<file path="config.mk">
export PLATFORM = sky130hd
export DESIGN_NAME = serial_config_port_ref_lock
export DESIGN_NICKNAME = d
export VERILOG_FILES = /design/src/shared/serial_config_port_ref_lock_pkg.sv /design/src/rtl/serial_config_port_ref_lock.sv
export VERILOG_INCLUDE_DIRS = /design/src /design/src/shared
export SDC_FILE = /design/constraint.sdc
export NUM_CORES = 1
export LEC_CHECK = 0
export BUFFER_PORTS_ARGS = -buffer_cell sky130_fd_sc_hd__clkbuf_2
export CORE_UTILIZATION = 62
export CTS_CLUSTER_DIAMETER = 100
export DETAILED_ROUTE_END_ITERATION = 6
export PLACE_DENSITY_LB_ADDON = 0.08
export SYNTH_ARGS = -nofsm -noshare
export SYNTH_HDL_FRONTEND = slang
export SYNTH_SLANG_ARGS = --single-unit
</file>
<file path="constraint.sdc">
create_clock -name core_clk_i -period 5.36 [get_ports core_clk_i]
set_clock_uncertainty 0.15 [all_clocks]
set_input_delay 0.804 -clock core_clk_i [delete_from_list [all_inputs] [get_ports core_clk_i]]
set_output_delay 0.804 -clock core_clk_i [all_outputs]
set_load 0.05 [all_outputs]
</file>
<file path="src/shared/serial_config_port_ref_lock_cfg.svh">
`ifndef SERIAL_CONFIG_PORT_REF_LOCK_CFG_SVH
`define SERIAL_CONFIG_PORT_REF_LOCK_CFG_SVH

// ==========================================================
// slave address layout
`define SLV_ADDR_MSB_VAL     1'b1
`define SLV_ADDR_LOW_VAL     5'h00
`define RW_READ              1'b1

// ==========================================================
// subaddress map
`define NUM_SUBADDR          8
`define SUBADDR_W            3
`define REF_CTRL_SUBADDR     3'h0
`define STATUS_SUBADDR       3'h1
`define LAST_SUBADDR         3'h7
`define SUBADDR_HIGH_ZERO    5'h00

// ==========================================================
// reference control fields and reset value
`define REF_CTRL_RESET       8'h00
`define SCRATCH_RESET        8'h00
`define LOCK_REF_BIT         0
`define FINE_MEAS_BIT        1
`define RATIO_LSB            2
`define RATIO_MSB            5
`define RANGE_LSB            6
`define RANGE_MSB            7
`define RATIO_MAX            4'h8

// ==========================================================
// status byte fields
`define STAT_LOL_BIT         0
`define STAT_CONFLICT_BIT    1

// ==========================================================
// lock hysteresis thresholds in ppm
`define LOCK_ENTER_PPM       250
`define LOCK_EXIT_PPM        1000

// ==========================================================
// bit counting
`define BITS_PER_BYTE        4'h8
`define BIT_CNT_ZERO         4'h0
`define BIT_CNT_ONE          4'h1

`endif

</file>
<file path="src/shared/serial_config_port_ref_lock_pkg.sv">
package serial_config_port_ref_lock_pkg;

	typedef enum logic [3:0] {
		ST_IDLE    = 4'h0,
		ST_ADDR    = 4'h1,
		ST_ADDR_AK = 4'h2,
		ST_SUB     = 4'h3,
		ST_SUB_AK  = 4'h4,
		ST_WR      = 4'h5,
		ST_WR_AK   = 4'h6,
		ST_RD      = 4'h7,
		ST_RD_AK   = 4'h8
	} port_state_t;

endpackage

</file>
<file path="src/rtl/serial_config_port_ref_lock.sv">
`timescale 1ns/1ps
`default_nettype none
`include "serial_config_port_ref_lock_cfg.svh"

module serial_config_port_ref_lock
	import serial_config_port_ref_lock_pkg::*;
#(
	parameter int FREQ_ERR_W = 16
) (
	input  wire logic                  core_clk_i,
	input  wire logic                  reset_n_i,
	input  wire logic                  scl_i,
	input  wire logic                  sda_i,
	output logic                       sda_o,
	output logic                       sda_oe_n_o,
	input  wire logic                  address_select_pin_i,
	input  wire logic [FREQ_ERR_W-1:0] freq_error_ppm_i,
	output logic                       lock_to_ref_o,
	output logic                       fine_meas_en_o,
	output logic [1:0]                 ref_range_o,
	output logic [3:0]                 ref_ratio_o,
	output logic                       lock_cmd_o,
	output logic                       reacquire_o,
	output logic                       harmonic_det_en_o,
	output logic                       loss_of_lock_flag_o
);

	// ==========================================================
	// parameter check
	// refused at elaboration: a narrow port would wrap the exit threshold
	if (FREQ_ERR_W < 11 || FREQ_ERR_W > 31) begin : g_bad_err_width
		$error("FREQ_ERR_W must hold the exit threshold");
	end

	// ==========================================================
	// reset release
	logic rst_meta_reg;
	logic rst_n;

	always_ff @(posedge core_clk_i or negedge reset_n_i) begin
		if (!reset_n_i) begin
			rst_meta_reg <= 1'b0;
			rst_n        <= 1'b0;
		end else begin
			rst_meta_reg <= 1'b1;
			rst_n        <= rst_meta_reg;
		end
	end

	// ==========================================================
	// pin synchronisers and edge finding
	logic scl_s1_reg;
	logic scl_s2_reg;
	logic scl_d_reg;
	logic sda_s1_reg;
	logic sda_s2_reg;
	logic sda_d_reg;
	logic sel_s1_reg;
	logic sel_s2_reg;

	always_ff @(posedge core_clk_i or negedge rst_n) begin
		if (!rst_n) begin
			scl_s1_reg <= 1'b1;
			scl_s2_reg <= 1'b1;
			scl_d_reg  <= 1'b1;
			sda_s1_reg <= 1'b1;
			sda_s2_reg <= 1'b1;
			sda_d_reg  <= 1'b1;
			sel_s1_reg <= 1'b0;
			sel_s2_reg <= 1'b0;
		end else begin
			scl_s1_reg <= scl_i;
			scl_s2_reg <= scl_s1_reg;
			scl_d_reg  <= scl_s2_reg;
			sda_s1_reg <= sda_i;
			sda_s2_reg <= sda_s1_reg;
			sda_d_reg  <= sda_s2_reg;
			sel_s1_reg <= address_select_pin_i;
			sel_s2_reg <= sel_s1_reg;
		end
	end

	logic scl_rise;
	logic scl_fall;
	logic start_seen;
	logic stop_seen;

	assign scl_rise   = scl_s2_reg & ~scl_d_reg;
	assign scl_fall   = ~scl_s2_reg & scl_d_reg;
	// scl must be high before and after the sda edge, so an scl edge is never misread
	assign start_seen = scl_s2_reg & scl_d_reg & sda_d_reg & ~sda_s2_reg;
	assign stop_seen  = scl_s2_reg & scl_d_reg & ~sda_d_reg & sda_s2_reg;

	// ==========================================================
	// register file
	logic [7:0]           ref_ctrl_reg;
	logic [7:0]           scratch_reg [`NUM_SUBADDR];
	logic [`SUBADDR_W-1:0] ptr_reg;
	logic                 lol_reg;

	function automatic logic [7:0] read_byte(input logic [`SUBADDR_W-1:0] idx);
		logic [7:0] val;
		val = scratch_reg[idx];
		if (idx == `REF_CTRL_SUBADDR) begin
			val = ref_ctrl_reg;
		end else if (idx == `STATUS_SUBADDR) begin
			val = 8'h00;
			val[`STAT_LOL_BIT]      = lol_reg;
			val[`STAT_CONFLICT_BIT] = ref_ctrl_reg[`LOCK_REF_BIT] &
				ref_ctrl_reg[`FINE_MEAS_BIT];
		end
		return val;
	endfunction

	function automatic logic [`SUBADDR_W-1:0] next_ptr(input logic [`SUBADDR_W-1:0] idx);
		// reads and writes saturate at the top address
		return (idx == `LAST_SUBADDR) ? idx : idx + 3'h1;
	endfunction

	// always_comb, unlike assign, also wakes on registers read inside the function
	logic [7:0] rd_cur_byte;
	logic [7:0] rd_nxt_byte;

	always_comb begin
		rd_cur_byte = read_byte(ptr_reg);
		rd_nxt_byte = read_byte(next_ptr(ptr_reg));
	end

	// ==========================================================
	// serial protocol engine
	port_state_t state_reg;
	logic [3:0]  bit_cnt_reg;
	logic [7:0]  shift_reg;
	logic        rw_reg;
	logic        nack_reg;
	logic        drive_reg;
	logic        commit_pulse;
	logic [7:0]  commit_data;
	logic [`SUBADDR_W-1:0] commit_idx;
	logic [6:0]  own_addr;

	assign own_addr = {`SLV_ADDR_MSB_VAL, sel_s2_reg, `SLV_ADDR_LOW_VAL};

	always_ff @(posedge core_clk_i or negedge rst_n) begin
		if (!rst_n) begin
			state_reg    <= ST_IDLE;
			bit_cnt_reg  <= `BIT_CNT_ZERO;
			shift_reg    <= 8'h00;
			rw_reg       <= 1'b0;
			nack_reg     <= 1'b0;
			drive_reg    <= 1'b0;
			ptr_reg      <= `REF_CTRL_SUBADDR;
			commit_pulse <= 1'b0;
			commit_data  <= 8'h00;
			commit_idx   <= `REF_CTRL_SUBADDR;
		end else begin
			commit_pulse <= 1'b0;
			if (stop_seen) begin
				state_reg <= ST_IDLE;
				drive_reg <= 1'b0;
			end else if (start_seen) begin
				// a start in any state restarts address reception
				state_reg   <= ST_ADDR;
				bit_cnt_reg <= `BIT_CNT_ZERO;
				drive_reg   <= 1'b0;
			end else begin
				case (state_reg)
					ST_ADDR, ST_SUB, ST_WR: begin
						if (scl_rise && bit_cnt_reg != `BITS_PER_BYTE) begin
							shift_reg   <= {shift_reg[6:0], sda_s2_reg};
							bit_cnt_reg <= bit_cnt_reg + `BIT_CNT_ONE;
						end else if (scl_fall && bit_cnt_reg == `BITS_PER_BYTE) begin
							bit_cnt_reg <= `BIT_CNT_ZERO;
							if (state_reg == ST_ADDR) begin
								if (shift_reg[7:1] == own_addr) begin
									rw_reg    <= shift_reg[0];
									drive_reg <= 1'b1;
									state_reg <= ST_ADDR_AK;
								end else begin
									state_reg <= ST_IDLE;
								end
							end else if (state_reg == ST_SUB) begin
								if (shift_reg[7:3] == `SUBADDR_HIGH_ZERO) begin
									ptr_reg   <= shift_reg[2:0];
									drive_reg <= 1'b1;
									state_reg <= ST_SUB_AK;
								end else begin
									state_reg <= ST_IDLE;
								end
							end else begin
								commit_pulse <= 1'b1;
								commit_data  <= shift_reg;
								commit_idx   <= ptr_reg;
								ptr_reg      <= next_ptr(ptr_reg);
								drive_reg    <= 1'b1;
								state_reg    <= ST_WR_AK;
							end
						end
					end
					ST_ADDR_AK, ST_SUB_AK, ST_WR_AK: begin
						if (scl_fall) begin
							if (state_reg == ST_ADDR_AK && rw_reg == `RW_READ) begin
								shift_reg <= rd_cur_byte;
								drive_reg <= ~rd_cur_byte[7];
								state_reg <= ST_RD;
							end else begin
								drive_reg <= 1'b0;
								state_reg <= (state_reg == ST_ADDR_AK) ? ST_SUB : ST_WR;
							end
						end
					end
					ST_RD: begin
						if (scl_rise) begin
							bit_cnt_reg <= bit_cnt_reg + `BIT_CNT_ONE;
						end else if (scl_fall) begin
							if (bit_cnt_reg == `BITS_PER_BYTE) begin
								drive_reg   <= 1'b0;
								bit_cnt_reg <= `BIT_CNT_ZERO;
								state_reg   <= ST_RD_AK;
							end else begin
								shift_reg <= {shift_reg[6:0], 1'b0};
								drive_reg <= ~shift_reg[6];
							end
						end
					end
					ST_RD_AK: begin
						if (scl_rise) begin
							nack_reg <= sda_s2_reg;
						end else if (scl_fall) begin
							if (nack_reg) begin
								state_reg <= ST_IDLE;
							end else begin
								ptr_reg   <= next_ptr(ptr_reg);
								shift_reg <= rd_nxt_byte;
								drive_reg <= ~rd_nxt_byte[7];
								state_reg <= ST_RD;
							end
						end
					end
					ST_IDLE: begin
						drive_reg <= 1'b0;
					end
					default: begin
						state_reg <= ST_IDLE;
						drive_reg <= 1'b0;
					end
				endcase
			end
		end
	end

	// ==========================================================
	// pin drive: open drain, enable low while pulling low
	always_ff @(posedge core_clk_i or negedge rst_n) begin
		if (!rst_n) begin
			sda_o      <= 1'b0;
			sda_oe_n_o <= 1'b1;
		end else begin
			sda_o      <= 1'b0;
			sda_oe_n_o <= ~drive_reg;
		end
	end

	// ==========================================================
	// register commit
	logic lock_cmd_next;

	assign lock_cmd_next = commit_pulse && commit_idx == `REF_CTRL_SUBADDR &&
		commit_data[`LOCK_REF_BIT] && !ref_ctrl_reg[`LOCK_REF_BIT];

	always_ff @(posedge core_clk_i or negedge rst_n) begin
		if (!rst_n) begin
			ref_ctrl_reg <= `REF_CTRL_RESET;
			lock_cmd_o   <= 1'b0;
		end else begin
			lock_cmd_o <= lock_cmd_next;
			if (commit_pulse && commit_idx == `REF_CTRL_SUBADDR) begin
				ref_ctrl_reg <= commit_data;
			end
		end
	end

	always_ff @(posedge core_clk_i or negedge rst_n) begin
		if (!rst_n) begin
			for (int i = 0; i < `NUM_SUBADDR; i++) begin
				scratch_reg[i] <= `SCRATCH_RESET;
			end
		end else if (commit_pulse && commit_idx != `REF_CTRL_SUBADDR &&
			commit_idx != `STATUS_SUBADDR) begin
			scratch_reg[commit_idx] <= commit_data;
		end
	end

	// ==========================================================
	// control outputs toward the recovery loop
	always_ff @(posedge core_clk_i or negedge rst_n) begin
		if (!rst_n) begin
			lock_to_ref_o     <= 1'b0;
			fine_meas_en_o    <= 1'b0;
			ref_range_o       <= 2'h0;
			ref_ratio_o       <= 4'h0;
			harmonic_det_en_o <= 1'b1;
		end else begin
			lock_to_ref_o     <= ref_ctrl_reg[`LOCK_REF_BIT];
			fine_meas_en_o    <= ref_ctrl_reg[`FINE_MEAS_BIT];
			ref_range_o       <= ref_ctrl_reg[`RANGE_MSB:`RANGE_LSB];
			// exponents above the top ratio are clamped to it
			ref_ratio_o       <= (ref_ctrl_reg[`RATIO_MSB:`RATIO_LSB] > `RATIO_MAX) ?
				`RATIO_MAX : ref_ctrl_reg[`RATIO_MSB:`RATIO_LSB];
			harmonic_det_en_o <= ~ref_ctrl_reg[`LOCK_REF_BIT];
		end
	end

	// ==========================================================
	// lock indication with hysteresis
	localparam logic [FREQ_ERR_W-1:0] ENTER_PPM = FREQ_ERR_W'(`LOCK_ENTER_PPM);
	localparam logic [FREQ_ERR_W-1:0] EXIT_PPM  = FREQ_ERR_W'(`LOCK_EXIT_PPM);

	always_ff @(posedge core_clk_i or negedge rst_n) begin
		if (!rst_n) begin
			lol_reg             <= 1'b1;
			loss_of_lock_flag_o <= 1'b1;
			reacquire_o         <= 1'b0;
		end else begin
			reacquire_o <= 1'b0;
			if (lock_cmd_next) begin
				// a new lock command always starts from unlocked
				lol_reg     <= 1'b1;
				reacquire_o <= 1'b1;
			end else if (!lol_reg && freq_error_ppm_i > EXIT_PPM) begin
				lol_reg     <= 1'b1;
				reacquire_o <= ref_ctrl_reg[`LOCK_REF_BIT];
			end else if (lol_reg && freq_error_ppm_i <= ENTER_PPM) begin
				lol_reg <= 1'b0;
			end
			loss_of_lock_flag_o <= lol_reg;
		end
	end

endmodule

`default_nettype wire

</file>
==> run metrics <==
status=complete, no violations; Synth Net Count=645; Hold Slack=204 ps; ant diodes=0; clk sinks=130; clock slew at reported path FFs=roughly 60 ps; DIE WIDTH=108 um; CTS Buffer Depth=2; synth unique cells=72; initial antenna violation count=0; first-pass GRT wire length=approximately 28000 um; Synth area leaders=dfrtp_1 43%, mux2_2 12%, mux4_2 6.8%; FILL cells=790; sequential area share after synthesis=46.6%; CP Class=reg2reg; CP startpoint=ptr_reg[0]; top-area cell type share of the netlist area=42.9%; final WL=between 15000 and 20000 um; Worst Path Max Fanout=23; Initial Util=64.0%; CTS tree=yes; largest net degree at the start of global routing=75; die height=108 um; pre-CTS setup slack=2090 ps; die area=around 12000 um2; GRT Overall Usage=32.7%; Top Ports=35; syn_area_per_cell=11.4 um2; Initial DRC Count=478; Peak VDD IR=between 200 and 300 uV; final setup fails=0; Via Count=5208; Routed Antenna Nets=0; pwr/cell area=444 nW/um2; routability cong.=0.925; DR vias/cell=6.72; max reg flops=64; share of layout cells above drive strength 1=around 30%; vias in the first global route=around 5100; grt ovf=0; FMAX=around 0.30 GHz; Hold Fails Final Rpt=0; Main synth FF type=dfrtp_1; CP arrival=3520 ps; count of flip-flops with a built-in enable after synthesis=0; CTS Root Cell=clkbuf_16; Nets=~650; insertion delay to the later sink of the worst-skew pair=430 ps; Least-Margin Pin Slew=1100 ps; Hold Startpoint=scl_s1_reg; delay-heaviest family, CP=adder cells; reg2reg start=ptr_reg[0]; total negative slack=0 ps; slowest CP cell=ha_1; RSZ-0062 raised after global routing=false; DP HPWL=11600 um; WP buf/inv=1; slew margin rel.=26.4%; max cap viols=0; CTS Buf Count=17; ys async rst share=between 90% and 100%; Area growth syn-to-layout=10.6%; wire per inst=22.5 um; Mapped Area=7000 um2; nature of the critical path endpoint=flip-flop; Mapped Cells=between 600 and 700; Seq cells post-synth=130; Startpoint Class=flip-flop; Hold WC Path Type=reg2reg; Yosys top cell by area=dfrtp_1; PortBufs=33; DRC viols=0; num rows=38; post-route clock period utilization=62.1%; TritonRoute pass-1 iters=5; Core ar.=10900 um2; Final WS setup=slightly above 2000 ps; H-tree levels=4; Final min period=3330 ps; Critical Path RT=5550 ps; Layout Utilization=between 70% and 80%; Critical Path Max Stage Delay=950 ps; Leak=approximately 3.5 nW; final number of max-transition violations=0; synth warn=0; crit path cell chain=inv_1 -> ha_1 -> a21bo_2 -> mux2i_1 -> a222oi_1 -> o22ai_1 -> nor3_1 -> o21ai_1
[logic make-up after synthesis]
logic type	count (synthesis)	synth area share (%)
xor+xnor	6	0.751
compound gates	129	13.0
fa+ha+maj	9	1.57
simple gates	148	11.5
other cells	2	0.107
buf+inv	73	4.25
flops	130	46.6
mux	119	22.2
[worst paths after layout]
check                                       end  slack [ps]  cells past startpoint
max in group asynchronous            ptr_reg[0]        3410                      1
worst min register to register       scl_s2_reg         200                      0
worst max-delay path               shift_reg[6]        2030                      8
min in group asynchronous       scratch_reg[36]         240                      0
worst min-delay path                 scl_s2_reg         200                      0
worst max register to register     shift_reg[6]        2030                      8
[metal layers]
metal | part of all wire (%) | track usage [%]
met5 | 0 | 0
met4 | 2.9 | 14.5
met1 | 43 | 45.8
met2 | 46 | 48.7
met3 | 7.9 | 7.90
[synthesized netlist by cell type (13+ instances only)]
| cell | n |
|---|---|
| nor2_1 | 26 |
| o21ai_0 | 20 |
| mux2i_1 | 20 |
| dfrtp_1 | 120 |
| a21oi_1 | 21 |
| mux4_2 | 21 |
| nor3_1 | 13 |
| mux2_2 | 77 |
| a22oi_1 | 13 |
| clkbuf_1 | 35 |
| buf_2 | 13 |
| inv_1 | 22 |
| nand2_1 | 38 |
[per-stage QoR]
step / total power, W / instance area, um2 / std cells
3_3_place_gp: 0.00230 / 7180 / 743
4_1_cts: 0.00342 / 7740 / 775
3_5_place_dp: 0.00233 / 7180 / 743
2_1_floorplan: 0.00206 / 7000 / 616
6_report: 0.00343 / 7740 / 775
5_1_grt: 0.00359 / 7740 / 775
[worst reg2reg max path, delay by kind of cell, from the launching register on]
kind	cells	cell delay (ps)
adders and majority gates	1	950
and+or+nand+nor	1	80
buffers and inverters	1	280
muxes	1	490
AOI/OAI and AO/OA	4	880
DFF	1	410
[placed cells by master, fill, tap and decap left out, types with 6 or more instances in the layout]
cell type,instances
dfrtp_1,118
mux2_2,77
nand2_1,38
clkbuf_2,33
nor2_1,26
inv_1,22
a21oi_1,21
mux4_2,21
o21ai_0,20
mux2i_1,20
clkbuf_16,17
nor3_1,13
a22oi_1,13
nand3_1,11
nor2b_1,10
dfstp_2,10
ha_1,8
nand2b_1,6
a21o_1,6
and2_1,6
[area by class of cell]
cell class | instances | area, um2 | area share [%]
flip-flops and latches | 130 | 3270 | 42.3
well taps | 140 | 175 | 2.26
clock inverters | 12 | 110 | 1.42
clock buffers | 19 | 443 | 5.72
repair buffers | 39 | 213 | 2.75
inverters | 22 | 82.6 | 1.07
multi-input cells | 413 | 3450 | 44.5
[power breakdown]
| part | switching (W) | internal, W |
|---|---|---|
| registers | 0.000127 | 0.00106 |
| logic | 0.000733 | 0.000428 |
| clock network | 0.000444 | 0.000646 |
| total | 0.00130 | 0.00213 |
[what timing repair did]
action	CTS	global route
buffers inserted	0	0
gates resized for setup	0	0
hold buffers	1	0
hold endpoints to repair	2	0
Note: power is estimated with default switching activity, not from simulation.
